File: config.mk
export PLATFORM = sky130hd
export DESIGN_NAME = external_bus_byte_lane_select
export DESIGN_NICKNAME = d
export VERILOG_FILES = /design/src/hdl/lane_select_pkg.sv /design/src/hdl/lane_polarity.sv /design/src/hdl/external_bus_byte_lane_select.sv
export VERILOG_INCLUDE_DIRS = /design/src /design/src/hdl
export SDC_FILE = /design/constraint.sdc
export NUM_CORES = 1
export LEC_CHECK = 0
export ABC_AREA = 1
export ABC_CLOCK_PERIOD_IN_PS = 900
export BUFFER_PORTS_ARGS = -buffer_cell sky130_fd_sc_hd__clkbuf_2
export CORE_AREA = 2 2 39 41
export CTS_BUF_LIST = sky130_fd_sc_hd__clkbuf_4 sky130_fd_sc_hd__clkbuf_8
export CTS_CLUSTER_DIAMETER = 80
export DETAILED_ROUTE_END_ITERATION = 12
export DIE_AREA = 0 0 41 43
export GPL_TIMING_DRIVEN = 0
export MAX_ROUTING_LAYER = met4
export PLACE_DENSITY = 0.58
export RECOVER_POWER = 100
export SETUP_SLACK_MARGIN = 0.5
export SYNTH_ARGS = -nofsm -noshare
export SYNTH_HDL_FRONTEND = slang
export SYNTH_HIERARCHICAL = 1
export SYNTH_SLANG_ARGS = --single-unit
export TNS_END_PERCENT = 100
File: constraint.sdc
create_clock -name clk_sys -period 0.9 [get_ports clk_sys]
set_clock_uncertainty 0.1 [all_clocks]
set_input_delay 0.09 -clock clk_sys [delete_from_list [all_inputs] [get_ports clk_sys]]
set_output_delay 0.09 -clock clk_sys [all_outputs]
set_load 0.01 [all_outputs]
File: src/hdl/lane_select_consts.svh
// constants for the external bus byte lane select block
`ifndef LANE_SELECT_CONSTS_SVH
`define LANE_SELECT_CONSTS_SVH
`define CFG_POLARITY_BIT 15
`define LANE_LOW_BIT 0
`define LANE_HIGH_BIT 1
`define LANES_NONE 2'h0
`define LANES_BOTH 2'h3
`define LANES_LOW 2'h1
`define LANES_HIGH 2'h2
`endif

File: src/hdl/lane_select_pkg.sv
// types shared by the byte lane select block
package lane_select_pkg;
    // transfer size requested by the bus interface unit
    typedef enum logic [1:0] {
        SIZE_BYTE = 2'h0,
        SIZE_HALF = 2'h1
    } xfer_size_t;
    // access phase state, one-hot
    typedef enum logic [1:0] {
        ST_IDLE = 2'b01,
        ST_ACCESS = 2'b10
    } lane_state_t;
endpackage : lane_select_pkg

File: src/hdl/lane_polarity.sv
// applies the programmable sense to the active-high lane selects
`timescale 1ns/1ps
`include "lane_select_consts.svh"
module lane_polarity (
    input wire logic clk_sys,
    input wire logic arst_n,
    input wire logic activeHigh,
    input wire logic [1:0] laneActive,
    output logic [1:0] byteLaneSelect
);
    // ----------------------------------------
    // output stage
    // ----------------------------------------
    // pin value before the flop; invert when active low
    wire [1:0] pinNxt = activeHigh ? laneActive : ~laneActive;
    logic [1:0] pin_r; // registered pins, glitch free
    // reset shows both lanes negated in the default low sense
    always_ff @(posedge clk_sys or negedge arst_n) begin
        if (!arst_n) begin
            pin_r <= ~`LANES_NONE;
        end else begin
            pin_r <= pinNxt;
        end
    end
    assign byteLaneSelect = pin_r;
endmodule : lane_polarity

File: src/hdl/external_bus_byte_lane_select.sv
// byte lane select generation for the external 16-bit data bus
`timescale 1ns/1ps
`include "lane_select_consts.svh"
module external_bus_byte_lane_select (
    input wire logic clk_sys,
    input wire logic arst_n,
    input wire logic [15:0] busCfg,
    input wire logic xferStart,
    input wire logic xferEnd,
    input wire lane_select_pkg::xfer_size_t xferSize,
    input wire logic addrLsb,
    output logic [1:0] byteLaneSelect,
    output logic lowLaneSelect,
    output logic highLaneSelect,
    output logic xferBusy
);
    import lane_select_pkg::*;

    // ----------------------------------------
    // lane decode
    // ----------------------------------------
    // picks the lanes carrying data for a transfer
    function automatic logic [1:0] lanes_for(input xfer_size_t sz, input logic lsb);
        logic [1:0] l;
        l = `LANES_NONE;
        if (sz == SIZE_HALF) begin
            l = `LANES_BOTH;
        end else begin
            l[`LANE_LOW_BIT] = ~lsb;
            l[`LANE_HIGH_BIT] = lsb;
        end
        return l;
    endfunction : lanes_for

    // ----------------------------------------
    // access tracking
    // ----------------------------------------
    lane_state_t state_r; // access phase
    lane_state_t state_nxt; // next phase
    logic [1:0] lanes_r; // lanes held for the access
    wire [1:0] lanesStart = lanes_for(xferSize, addrLsb); // decode of new request
    wire activeHigh = busCfg[`CFG_POLARITY_BIT];

    // next phase; a new start wins over an end in the same cycle
    always_comb begin
        state_nxt = state_r;
        unique case (state_r)
            ST_IDLE: begin
                if (xferStart) begin
                    state_nxt = ST_ACCESS;
                end
            end
            ST_ACCESS: begin
                if (xferEnd && !xferStart) begin
                    state_nxt = ST_IDLE;
                end
            end
            default: begin
                state_nxt = ST_IDLE;
            end
        endcase
    end

    // state and latched lanes; a single-byte write leaves the other lane negated
    always_ff @(posedge clk_sys or negedge arst_n) begin
        if (!arst_n) begin
            state_r <= ST_IDLE;
            lanes_r <= `LANES_NONE;
        end else begin
            state_r <= state_nxt;
            if (xferStart) begin
                lanes_r <= lanesStart;
            end else if (xferEnd) begin
                lanes_r <= `LANES_NONE;
            end
        end
    end

    // ----------------------------------------
    // pins
    // ----------------------------------------
    lane_polarity u_pol (
        .clk_sys(clk_sys),
        .arst_n(arst_n),
        .activeHigh(activeHigh),
        .laneActive(lanes_r),
        .byteLaneSelect(byteLaneSelect)
    );
    assign lowLaneSelect = byteLaneSelect[`LANE_LOW_BIT];
    assign highLaneSelect = byteLaneSelect[`LANE_HIGH_BIT];
    assign xferBusy = (state_r == ST_ACCESS);

    // ----------------------------------------
    // checks
    // ----------------------------------------
    // the pin checks ask for one settle cycle with no new start and no end,
    // though the pins take the latched lanes on the same edge that either would replace them

    // half word, active-high sense: both pins high
    property p_half_both;
        @(posedge clk_sys) disable iff (!arst_n)
        (xferStart && xferSize == SIZE_HALF && activeHigh)
            ##1 (activeHigh && !xferStart && !xferEnd)
            |=> byteLaneSelect == `LANES_BOTH;
    endproperty
    a_half_both: assert property (p_half_both)
        else $error("half word must assert both lanes");

    // half word, active-low sense: both pins low
    property p_half_both_low;
        @(posedge clk_sys) disable iff (!arst_n)
        (xferStart && xferSize == SIZE_HALF && !activeHigh)
            ##1 (!activeHigh && !xferStart && !xferEnd)
            |=> byteLaneSelect == `LANES_NONE;
    endproperty
    a_half_both_low: assert property (p_half_both_low)
        else $error("half word must assert both lanes low");

    // low byte, active-low sense: only the low pin pulled low
    property p_low_byte;
        @(posedge clk_sys) disable iff (!arst_n)
        (xferStart && xferSize == SIZE_BYTE && !addrLsb)
            ##1 (!activeHigh && !xferStart && !xferEnd)
            |=> byteLaneSelect == (~`LANES_LOW);
    endproperty
    a_low_byte: assert property (p_low_byte)
        else $error("low byte lane wrong");

    // high byte, active-low sense: only the high pin pulled low
    property p_high_byte;
        @(posedge clk_sys) disable iff (!arst_n)
        (xferStart && xferSize == SIZE_BYTE && addrLsb)
            ##1 (!activeHigh && !xferStart && !xferEnd)
            |=> byteLaneSelect == (~`LANES_HIGH);
    endproperty
    a_high_byte: assert property (p_high_byte)
        else $error("high byte lane wrong");

    // low byte, active-high sense
    property p_low_byte_hi;
        @(posedge clk_sys) disable iff (!arst_n)
        (xferStart && xferSize == SIZE_BYTE && !addrLsb)
            ##1 (activeHigh && !xferStart && !xferEnd)
            |=> byteLaneSelect == `LANES_LOW;
    endproperty
    a_low_byte_hi: assert property (p_low_byte_hi)
        else $error("low byte lane wrong in high sense");

    // high byte, active-high sense
    property p_high_byte_hi;
        @(posedge clk_sys) disable iff (!arst_n)
        (xferStart && xferSize == SIZE_BYTE && addrLsb)
            ##1 (activeHigh && !xferStart && !xferEnd)
            |=> byteLaneSelect == `LANES_HIGH;
    endproperty
    a_high_byte_hi: assert property (p_high_byte_hi)
        else $error("high byte lane wrong in high sense");

    // a byte access never shows both halves selected
    property p_one_lane;
        @(posedge clk_sys) disable iff (!arst_n)
        (xferStart && xferSize == SIZE_BYTE) ##1 (!xferStart && !xferEnd)
            |=> (lowLaneSelect != highLaneSelect);
    endproperty
    a_one_lane: assert property (p_one_lane)
        else $error("byte write drove both lanes");

    // quiet bus keeps both pins negated in the current sense
    property p_idle_neg;
        @(posedge clk_sys) disable iff (!arst_n)
        (state_r == ST_IDLE && !xferStart && !$past(xferStart))
            |=> byteLaneSelect == {2{~$past(activeHigh)}};
    endproperty
    a_idle_neg: assert property (p_idle_neg)
        else $error("idle lanes not negated");

    // pins follow the held lanes through the programmed sense
    property p_polarity;
        @(posedge clk_sys) disable iff (!arst_n)
        1'b1 |=> byteLaneSelect == ($past(activeHigh) ? $past(lanes_r) : ~$past(lanes_r));
    endproperty
    a_polarity: assert property (p_polarity)
        else $error("lane polarity wrong");

    // a start always opens an access
    property p_start_busy;
        @(posedge clk_sys) disable iff (!arst_n)
        xferStart |=> xferBusy;
    endproperty
    a_start_busy: assert property (p_start_busy)
        else $error("start did not open an access");

    // a lone end closes the access
    property p_end_idle;
        @(posedge clk_sys) disable iff (!arst_n)
        (xferBusy && xferEnd && !xferStart) |=> !xferBusy;
    endproperty
    a_end_idle: assert property (p_end_idle)
        else $error("end did not close the access");

    // start and end together: the start wins
    property p_start_wins;
        @(posedge clk_sys) disable iff (!arst_n)
        (xferStart && xferEnd) |=> xferBusy;
    endproperty
    a_start_wins: assert property (p_start_wins)
        else $error("end beat a start in the same cycle");

    // after a lone end both pins go back to negated
    property p_end_negate;
        @(posedge clk_sys) disable iff (!arst_n)
        (xferBusy && xferEnd && !xferStart) ##1 !xferStart
            |=> byteLaneSelect == {2{~$past(activeHigh)}};
    endproperty
    a_end_negate: assert property (p_end_negate)
        else $error("lanes not negated after end");

    // lanes stay put while an access runs undisturbed
    property p_hold;
        @(posedge clk_sys) disable iff (!arst_n)
        (xferBusy && !xferStart && !xferEnd) |=> lanes_r == $past(lanes_r);
    endproperty
    a_hold: assert property (p_hold)
        else $error("lanes changed inside an access");

    // every start, back to back too, takes the lanes of the new request
    property p_new_lanes;
        @(posedge clk_sys) disable iff (!arst_n)
        xferStart |=> lanes_r == $past(lanesStart);
    endproperty
    a_new_lanes: assert property (p_new_lanes)
        else $error("start did not load its lanes");
endmodule : external_bus_byte_lane_select

==> results of run 1 <==
==> worst max-delay path, stage by stage, from the launching register on <==
cell,delay (ns)
dfstp_2,0.54
nor2_2,0.04
clkbuf_2,0.12
==> layout by cell type (no fill, tap or decap), drive strengths merged <==
cell    instances
nor2            1
nand3           3
dfrtp           3
buf             8
dfstp           3
nand2          15
xor2            1
o21ai           2
clkbuf         12
inv             8
==> how the worst max path moves through the flow <==
stage / end / slack (ns) / cells past startpoint
after floorplan: state_r[1]$_DFFE_PN0P_ / -0.02 / 3
after global placement: state_r[1]$_DFFE_PN0P_ / -0.02 / 3
after detailed placement: state_r[1]$_DFFE_PN0P_ / -0.04 / 3
after CTS: xferBusy / -0.24 / 2
after global routing: highLaneSelect / -0.26 / 2
final: xferBusy / -0.23 / 2
==> layer usage <==
metal / vias to the layer above / wire length (um) / GRT usage
li1: 145 / - / -
met2: 14 / 227 / 0.0969
met4: 0 / 0 / 0.0200
met1: 112 / 210 / 0.0689
met3: 0 / 73 / 0.0628
met5: - / 0 / -
==> area by class of cell <==
| type | count | area [um^2] |
|---|---|---|
| buffer | 2 | 22.5 |
| clock buffer | 4 | 30.0 |
| fill | 147 | 941 |
| inverter | 8 | 30.0 |
| multi-input combinational | 22 | 96.3 |
| sequential | 6 | 154 |
| tap | 16 | 20.0 |
| timing repair buffer | 14 | 90.1 |
==> flip-flops by register name, indices dropped and copies added, names as in the netlist <==
register and count:
lanes_r 2, state_r 2, u_pol/byteLaneSelect 2
==> per-stage QoR <==
stage	instance area [um^2]	hold slack, ns	instances
after floorplan	303	-0.306	38
after global placement	383	-0.179	66
after detailed placement	383	-0.180	66
after CTS	437	-0.444	71
after global routing	443	-0.383	72
final	443	-0.401	72
==> power by group <==
part	internal (uW)	switching (uW)	leakage, uW
clock	198	93.4	0.0000184
sequential	354	41.4	0.0000688
combinational	175	142	0.000172
==> cells in the mapped netlist (all sizes together) <==
cell type,number
xor2,1
nand2,15
o21ai,2
dfrtp,3
buf,2
dfstp,3
inv,8
nor2,1
nand3,3
==> repair_timing <==
| item | CTS | global route |
|---|---|---|
| resized for setup | 3 | 2 |
| endpoints found under the setup margin | 11 | 11 |
| hold endpoints to repair | 9 | 8 |
| pin swaps | 1 | 2 |
| setup buffers | 1 | 1 |
==> cell families after synthesis <==
logic type | synth area share
buf+inv | 0.153
compound gates | 0.0339
simple gates | 0.263
flops | 0.521
xor+xnor | 0.0297
==> results by group, run 1 <==
Run
  • Max cap viols: 0

Timing
  • Max-slew violations: 0
  • Setup TNS: -1.15 ns
  • Fmax: 887 MHz
  • Min Clock Period, post-route: 1.13 ns
  • Final worst path period share: 1.25
  • Rel. slew slack: 0.805
  • Hold_ws: -0.401 ns
  • RSZ-0062 raised after global routing: yes
  • Final Hold Violating Endpoints: 8
  • Final setup violation count: 7
  • Final setup margin: -0.227 ns
  • Least-Margin Pin Slew: 0.292 ns

Synthesis
  • Post-Syn Instances: 38
  • Synthesis Warnings: 6
  • Post-synth top area share: 0.267
  • Synthesized flop and latch total: 6
  • Seq/Total Area, Yosys: 0.521
  • Syn Std Cell Area: 295 um^2
  • Synth area leaders: dfstp_2, dfrtp_1, nand2_1, inv_1, nand3_1
  • Yosys top cell by area: dfstp_2
  • Yosys cell types: 10
  • Syn Area/Cell: 7.77 um^2
  • Synthesized Nets: 61

Placed design
  • Worst slack, placed: -0.0386 ns
  • RePlAce Congestion: 0.621
  • IO Port Bufs: 12
  • Post-DP HPWL: 431 um

Setup path
  • Reg2Reg Setup Slack: -0.12 ns
  • Critical path peak fanout: 2
  • Worst path arrival time: 0.94 ns
  • Crit path from: state_r[0]$_DFFE_PN1P_
  • R2R cell count: 3
  • WS Path Type: register to output port
  • CP endpoint kind: output port
  • Crit path launch type: register
  • Worst r2r dst: state_r[0]$_DFFE_PN1P_
  • Required @ worst endpoint: 0.71 ns
  • Worst r2r src: state_r[0]$_DFFE_PN1P_

Route
  • DRT antenna net count: 0
  • Final Routed Wirelength: 510 um
  • Post-DR wirelength/cell: 7.08 um
  • # DRC: 0
  • Vias: 271
  • Initial DRC count: 0
  • Vias/cell: 3.76
  • DRT Pass-1 Iters: 1

Layout
  • Fraction of layout cells with a size suffix above 1: 0.411
  • N_diodes: 0
  • Area grow syn2layout: 50.0%
  • Layout net count: 80
  • Final core utilization: 0.320

Clocking
  • CTS Buf Count: 3
  • CTS sink count: 6
  • TritonCTS clock tree: yes
  • Clock Path Buffers: 2
  • CTS root buf: clkbuf_4
  • Clock network latency to the later pin of the worst-skew pair: 0.24 ns
  • Clk slew on worst S/H paths: 0.05 ns
  • # H-tree levels: 1

Global route
  • First-pass GRT wire length: 765 um
  • Vias in the first global route: 224
  • Largest net degree at the start of global routing: 7
  • Initial antenna violation count: 0
  • All-Layer GR Usage: 0.0694
  • Congestion Overflow GR: 0

Floorplanning
  • Core footprint: 0.00138 mm^2
  • FP Rows: 14
  • Starting Density: 0.213
  • # IOs: 28
  • Die height: 43 um
  • Die width: 41 um
  • Die area: 0.00176 mm^2

Hold path
  • HP Class: input pin to async pin

Power
  • Peak VDD IR: 845 uV
  • Final Total Pwr: 1000 uW
  • Pwr Density: 2260 mW/mm^2
  • Leak pwr: 0.000259 uW

Run status
  • Failing checks: negative hold slack, negative setup slack
  • Status: finished with violations
Power figures use the tool's default switching activity.
==> run 2: changes to the inputs <==
PLACE_DENSITY = 0.57   (was 0.58)
SYNTH_HIERARCHICAL = default   (was 1)
==> results by group, run 2 <==
Run status
  • Status: finished with violations
  • Failing checks: negative hold slack, negative setup slack

Synthesis
  • Post-Syn Instances: 31
  • Syn Std Cell Area: 279 um^2
  • Synth area leaders: dfstp_2, dfrtp_1, nand2_1, inv_1, xnor2_1
  • Synthesis Warnings: 0
  • Ys async rst share: 1.00
  • Count leader, synth: nand2_1
  • Post-synth top area share: 0.283
  • Syn Area/Cell: 9.00 um^2
  • Synthesized flop and latch total: 6
  • Synth top cells by count: nand2_1, inv_1, dfrtp_1, dfstp_2, nand3_1
  • Synthesized Nets: 54
  • Yosys cell types: 11
  • Yosys top cell by area: dfstp_2
  • Primary FF master, synth: dfstp_2
  • Seq/Total Area, Yosys: 0.552
  • Post-synth EDFFs: 0

Clocking
  • Clock network latency to the later pin of the worst-skew pair: 0.25 ns
  • CTS sink count: 6
  • TritonCTS clock tree: yes
  • # H-tree levels: 1
  • CTS root buf: clkbuf_4
  • Clk slew on worst S/H paths: 0.05 ns
  • CTS Buf Count: 3
  • Clock Path Buffers: 2

Floorplanning
  • Die area: 0.00176 mm^2
  • FP Rows: 14
  • Die height: 43 um
  • # IOs: 28
  • Core footprint: 0.00138 mm^2
  • Die width: 41 um
  • Starting Density: 0.202

Timing
  • Rel. slew slack: 0.799
  • Final setup margin: -0.236 ns
  • Min Clock Period, post-route: 1.14 ns
  • Final Hold Violating Endpoints: 8
  • Least-Margin Pin Slew: 0.302 ns
  • Fmax: 881 MHz
  • Final worst path period share: 1.26
  • Hold_ws: -0.405 ns
  • Max-slew violations: 0
  • Final setup violation count: 7
  • RSZ-0062 raised after global routing: yes
  • Setup TNS: -1.22 ns

Route
  • Vias/cell: 3.78
  • # DRC: 0
  • Final Routed Wirelength: 497 um
  • Post-DR wirelength/cell: 7.65 um
  • DRT Pass-1 Iters: 4
  • Initial DRC count: 1
  • DRT antenna net count: 0
  • Vias: 246

Layout
  • Fraction of layout cells with a size suffix above 1: 0.510
  • Non-Filler Instances: 65
  • Most frequent cells in the layout: nand2_1, clkbuf_2, buf_6
  • Final core utilization: 0.312
  • Area grow syn2layout: 54.7%
  • N_diodes: 0
  • Commonest non-fill, non-tap cell in the layout: nand2_1
  • Layout net count: 73

Hold path
  • HP Class: input pin to async pin

Setup path
  • WS Path Type: register to output port
  • Required @ worst endpoint: 0.71 ns
  • Slowest-stage cell, CP: dfstp_2
  • Critical path peak fanout: 2
  • CP endpoint kind: output port
  • Crit path cell chain: buf_6 > buf_6
  • Worst path arrival time: 0.95 ns
  • Crit path launch type: register
  • Critical Path Most Common Cell: buf_6
  • Crit path largest cell delay: 0.53 ns

Global route
  • Largest net degree at the start of global routing: 7
  • Vias in the first global route: 238
  • Congestion Overflow GR: 0
  • Initial antenna violation count: 0
  • All-Layer GR Usage: 0.0789
  • First-pass GRT wire length: 828 um

Placed design
  • IO Port Bufs: 12
  • Post-DP HPWL: 366 um
  • Worst slack, placed: -0.0356 ns
  • Dpl cells: 59
  • RePlAce Congestion: 0.648

Power
  • Final Total Pwr: 1060 uW
  • Peak VDD IR: 589 uV
  • Pwr Density: 2450 mW/mm^2
  • Leak pwr: 0.000233 uW

Run
  • Max cap viols: 0
run 2: cell types whose count changed in the layout (fill, tap and decap cells not counted), sizes merged:
cell	change
xnor2	+2
inv	-3
nand2	-6
run 2: final timing paths:
check	startpoint	end	slack [ns]	depth (start not counted)
setup / recovery	u_pol.byteLaneSelect[1]$_DFF_PN1_	byteLaneSelect[1]	-0.24	2
hold / removal	arst_n	lanes_r[0]$_DFFE_PN0P_	-0.40	1
setup reg to reg	state_r[0]$_DFFE_PN1P_	state_r[0]$_DFFE_PN1P_	-0.11	3
hold reg to reg	lanes_r[1]$_DFFE_PN0P_	u_pol.byteLaneSelect[1]$_DFF_PN1_	0.33	1
max in group asynchronous	arst_n	u_pol.byteLaneSelect[0]$_DFF_PN1_	0.81	1
min in group clk_sys	busCfg[15]	u_pol.byteLaneSelect[1]$_DFF_PN1_	-0.08	2
run 2: cells by family after synthesis:
logic type | after synthesis | share of synthesized area
buffers and inverters | 7 | 0.121
flip-flops | 6 | 0.552
AND/OR/NAND/NOR | 13 | 0.197
AO/OA/AOI/OAI | 2 | 0.0358
XOR/XNOR | 3 | 0.0942
run 2: report_power, final:
part,internal (uW),switching (uW),leakage (uW),total (uW)
Clock,198,103,0.0000184,301
Combinational,195,153,0.000146,348
Sequential,359,47.3,0.0000688,406
Total,753,303,0.000233,1060
run 2: per-stage QoR:
| stage | hold slack, ns | instance area, um^2 |
|---|---|---|
| 6_report | -0.405 | 432 |
| 5_1_grt | -0.379 | 432 |
| 4_1_cts | -0.450 | 425 |
| 3_5_place_dp | -0.181 | 367 |
| 3_3_place_gp | -0.178 | 367 |
| 2_1_floorplan | -0.306 | 287 |
run 2: metal layers:
metal | up-vias | part of all wire | global-route usage
met5 | - | 0 | -
met1 | 101 | 0.42 | 0.0795
met4 | 0 | 0.028 | 0.100
met2 | 14 | 0.46 | 0.0969
li1 | 129 | - | -
met3 | 2 | 0.087 | 0.0314
run 2: area by class of cell:
type                            instances  area (um^2)
Fill cell                             148          952
Sequential cell                         6          154
Multi-Input combinational cell         18         96.3
Timing Repair Buffer                   14         90.1
Clock buffer                            4         30.0
Buffer                                  2         22.5
Tap cell                               16         20.0
Inverter                                5         18.8
run 2: critical path: cells and delay by family (launching register included):
| family | cells | cell delay [ns] |
|---|---|---|
| DFF | 1 | 0.53 |
| buffers and inverters | 2 | 0.17 |
run 2: what timing repair did:
action	CTS	global route
resized for setup	4	3
endpoints found under the setup margin	11	11
setup buffers	1	1
pin swaps	2	3
hold endpoints to repair	9	8
==> run 3: changes to the inputs <==
SKIP_LAST_GASP = 1   (was default)
==> results by group, run 3 (synthesized netlist as in run 2, its figures left out) <==
Placed design
  • RePlAce Congestion: 0.648
  • Post-DP HPWL: 366 um
  • Dpl cells: 59
  • IO Port Bufs: 12

Setup path
  • WS Path Type: register to output port
  • CP endpoint kind: output port
  • Worst path arrival time: 0.95 ns
  • Crit path launch type: register
  • Required @ worst endpoint: 0.71 ns
  • R2R cell count: 4
  • Critical path peak fanout: 2

Route
  • DRT Pass-1 Iters: 4
  • Final Routed Wirelength: 496 um
  • # DRC: 0
  • DRT antenna net count: 0
  • Vias/cell: 3.76
  • Post-DR wirelength/cell: 7.52 um
  • Vias: 248
  • Initial DRC count: 2

Clocking
  • TritonCTS clock tree: yes
  • Clock Path Buffers: 2
  • Clk slew on worst S/H paths: 0.05 ns
  • # H-tree levels: 1
  • CTS Buf Count: 3
  • CTS root buf: clkbuf_4
  • Clock network latency to the later pin of the worst-skew pair: 0.25 ns
  • CTS sink count: 6

Floorplanning
  • FP Rows: 14
  • Die height: 43 um
  • Die area: 0.00176 mm^2
  • Die width: 41 um
  • Starting Density: 0.202
  • # IOs: 28
  • Core footprint: 0.00138 mm^2

Timing
  • Least-Margin Pin Slew: 0.295 ns
  • Fmax: 881 MHz
  • Final worst path period share: 1.26
  • Hold_ws: -0.407 ns
  • RSZ-0062 raised after global routing: yes
  • Rel. slew slack: 0.803
  • Min Clock Period, post-route: 1.14 ns
  • Max-slew violations: 0
  • Final setup margin: -0.236 ns
  • Final Hold Violating Endpoints: 8
  • Final setup violation count: 7

Power
  • Leak pwr: 0.000238 uW
  • Final Total Pwr: 1080 uW
  • Pwr Density: 2470 mW/mm^2
  • Peak VDD IR: 582 uV

Global route
  • Initial antenna violation count: 0
  • All-Layer GR Usage: 0.0789
  • Vias in the first global route: 238
  • Congestion Overflow GR: 0
  • First-pass GRT wire length: 828 um
  • Largest net degree at the start of global routing: 7

Layout
  • Fraction of layout cells with a size suffix above 1: 0.520
  • # fillers: 146
  • Layout net count: 74
  • Commonest non-fill, non-tap cell in the layout: nand2_1
  • Area grow syn2layout: 57.4%
  • Non-Filler Instances: 66
  • N_diodes: 0
  • Most frequent cells in the layout: nand2_1, clkbuf_2, buf_6

Run
  • Max cap viols: 0

Run status
  • Status: finished with violations
  • Failing checks: negative hold slack, negative setup slack

Hold path
  • HP Class: input pin to async pin
run 3: report_power, final:
group	internal [uW]	switching [uW]	leakage (uW)	total, uW
Sequential	358	42.3	0.0000688	400
Combinational	219	160	0.000151	379
Clock	199	105	0.0000184	304
Total	775	307	0.000238	1080
run 3: layer usage:
layer / up-vias / GRT usage / share of wire
li1: 130 / - / -
met1: 104 / 0.0795 / 0.41
met2: 12 / 0.0969 / 0.47
met3: 2 / 0.0314 / 0.085
met4: 0 / 0.100 / 0.028
met5: - / - / 0
run 3: path summary, 6_finish.rpt:
kind,slack [ns],startpoint,endpoint
setup / recovery,-0.24,u_pol.byteLaneSelect[1]$_DFF_PN1_,byteLaneSelect[1]
hold / removal,-0.41,arst_n,lanes_r[0]$_DFFE_PN0P_
setup reg to reg,-0.19,state_r[0]$_DFFE_PN1P_,state_r[0]$_DFFE_PN1P_
hold reg to reg,0.33,lanes_r[1]$_DFFE_PN0P_,u_pol.byteLaneSelect[1]$_DFF_PN1_
max in group asynchronous,0.82,arst_n,u_pol.byteLaneSelect[0]$_DFF_PN1_
min in group clk_sys,-0.08,busCfg[15],u_pol.byteLaneSelect[1]$_DFF_PN1_
run 3: stage by stage:
stage	hold slack (ns)	cell area (um^2)	util	setup TNS, ns	setup WS [ns]
2_1_floorplan	-0.306	287	-	-0.0190	-0.0190
3_3_place_gp	-0.178	367	0.265	-0.0405	-0.0220
3_5_place_dp	-0.181	367	0.265	-0.0712	-0.0356
4_1_cts	-0.450	413	0.298	-1.34	-0.270
5_1_grt	-0.379	439	0.317	-1.59	-0.267
6_report	-0.407	439	0.317	-1.35	-0.236
run 3: cell type report:
cell class / instances / area, um^2 / share of cell area
well taps: 16 / 20.0 / 0.0456
clock buffers: 4 / 30.0 / 0.0684
inverters: 5 / 18.8 / 0.0427
flip-flops and latches: 6 / 154 / 0.350
plain buffers: 2 / 22.5 / 0.0513
multi-input cells: 18 / 96.3 / 0.219
repair buffers: 15 / 97.6 / 0.222
run 3: what timing repair did:
item / in CTS / in global routing
pin swaps: 2 / 2
endpoints found under the setup margin: 11 / 11
resized for setup: 2 / 9
cloned: 0 / 0
endpoints found under the hold margin: 9 / 8
buffers inserted: 1 / 2
run 3: worst max-delay path, stage by stage, from the launching register on:
cell and delay (ns):
dfstp_2 0.53, buf_6 0.09, buf_6 0.08
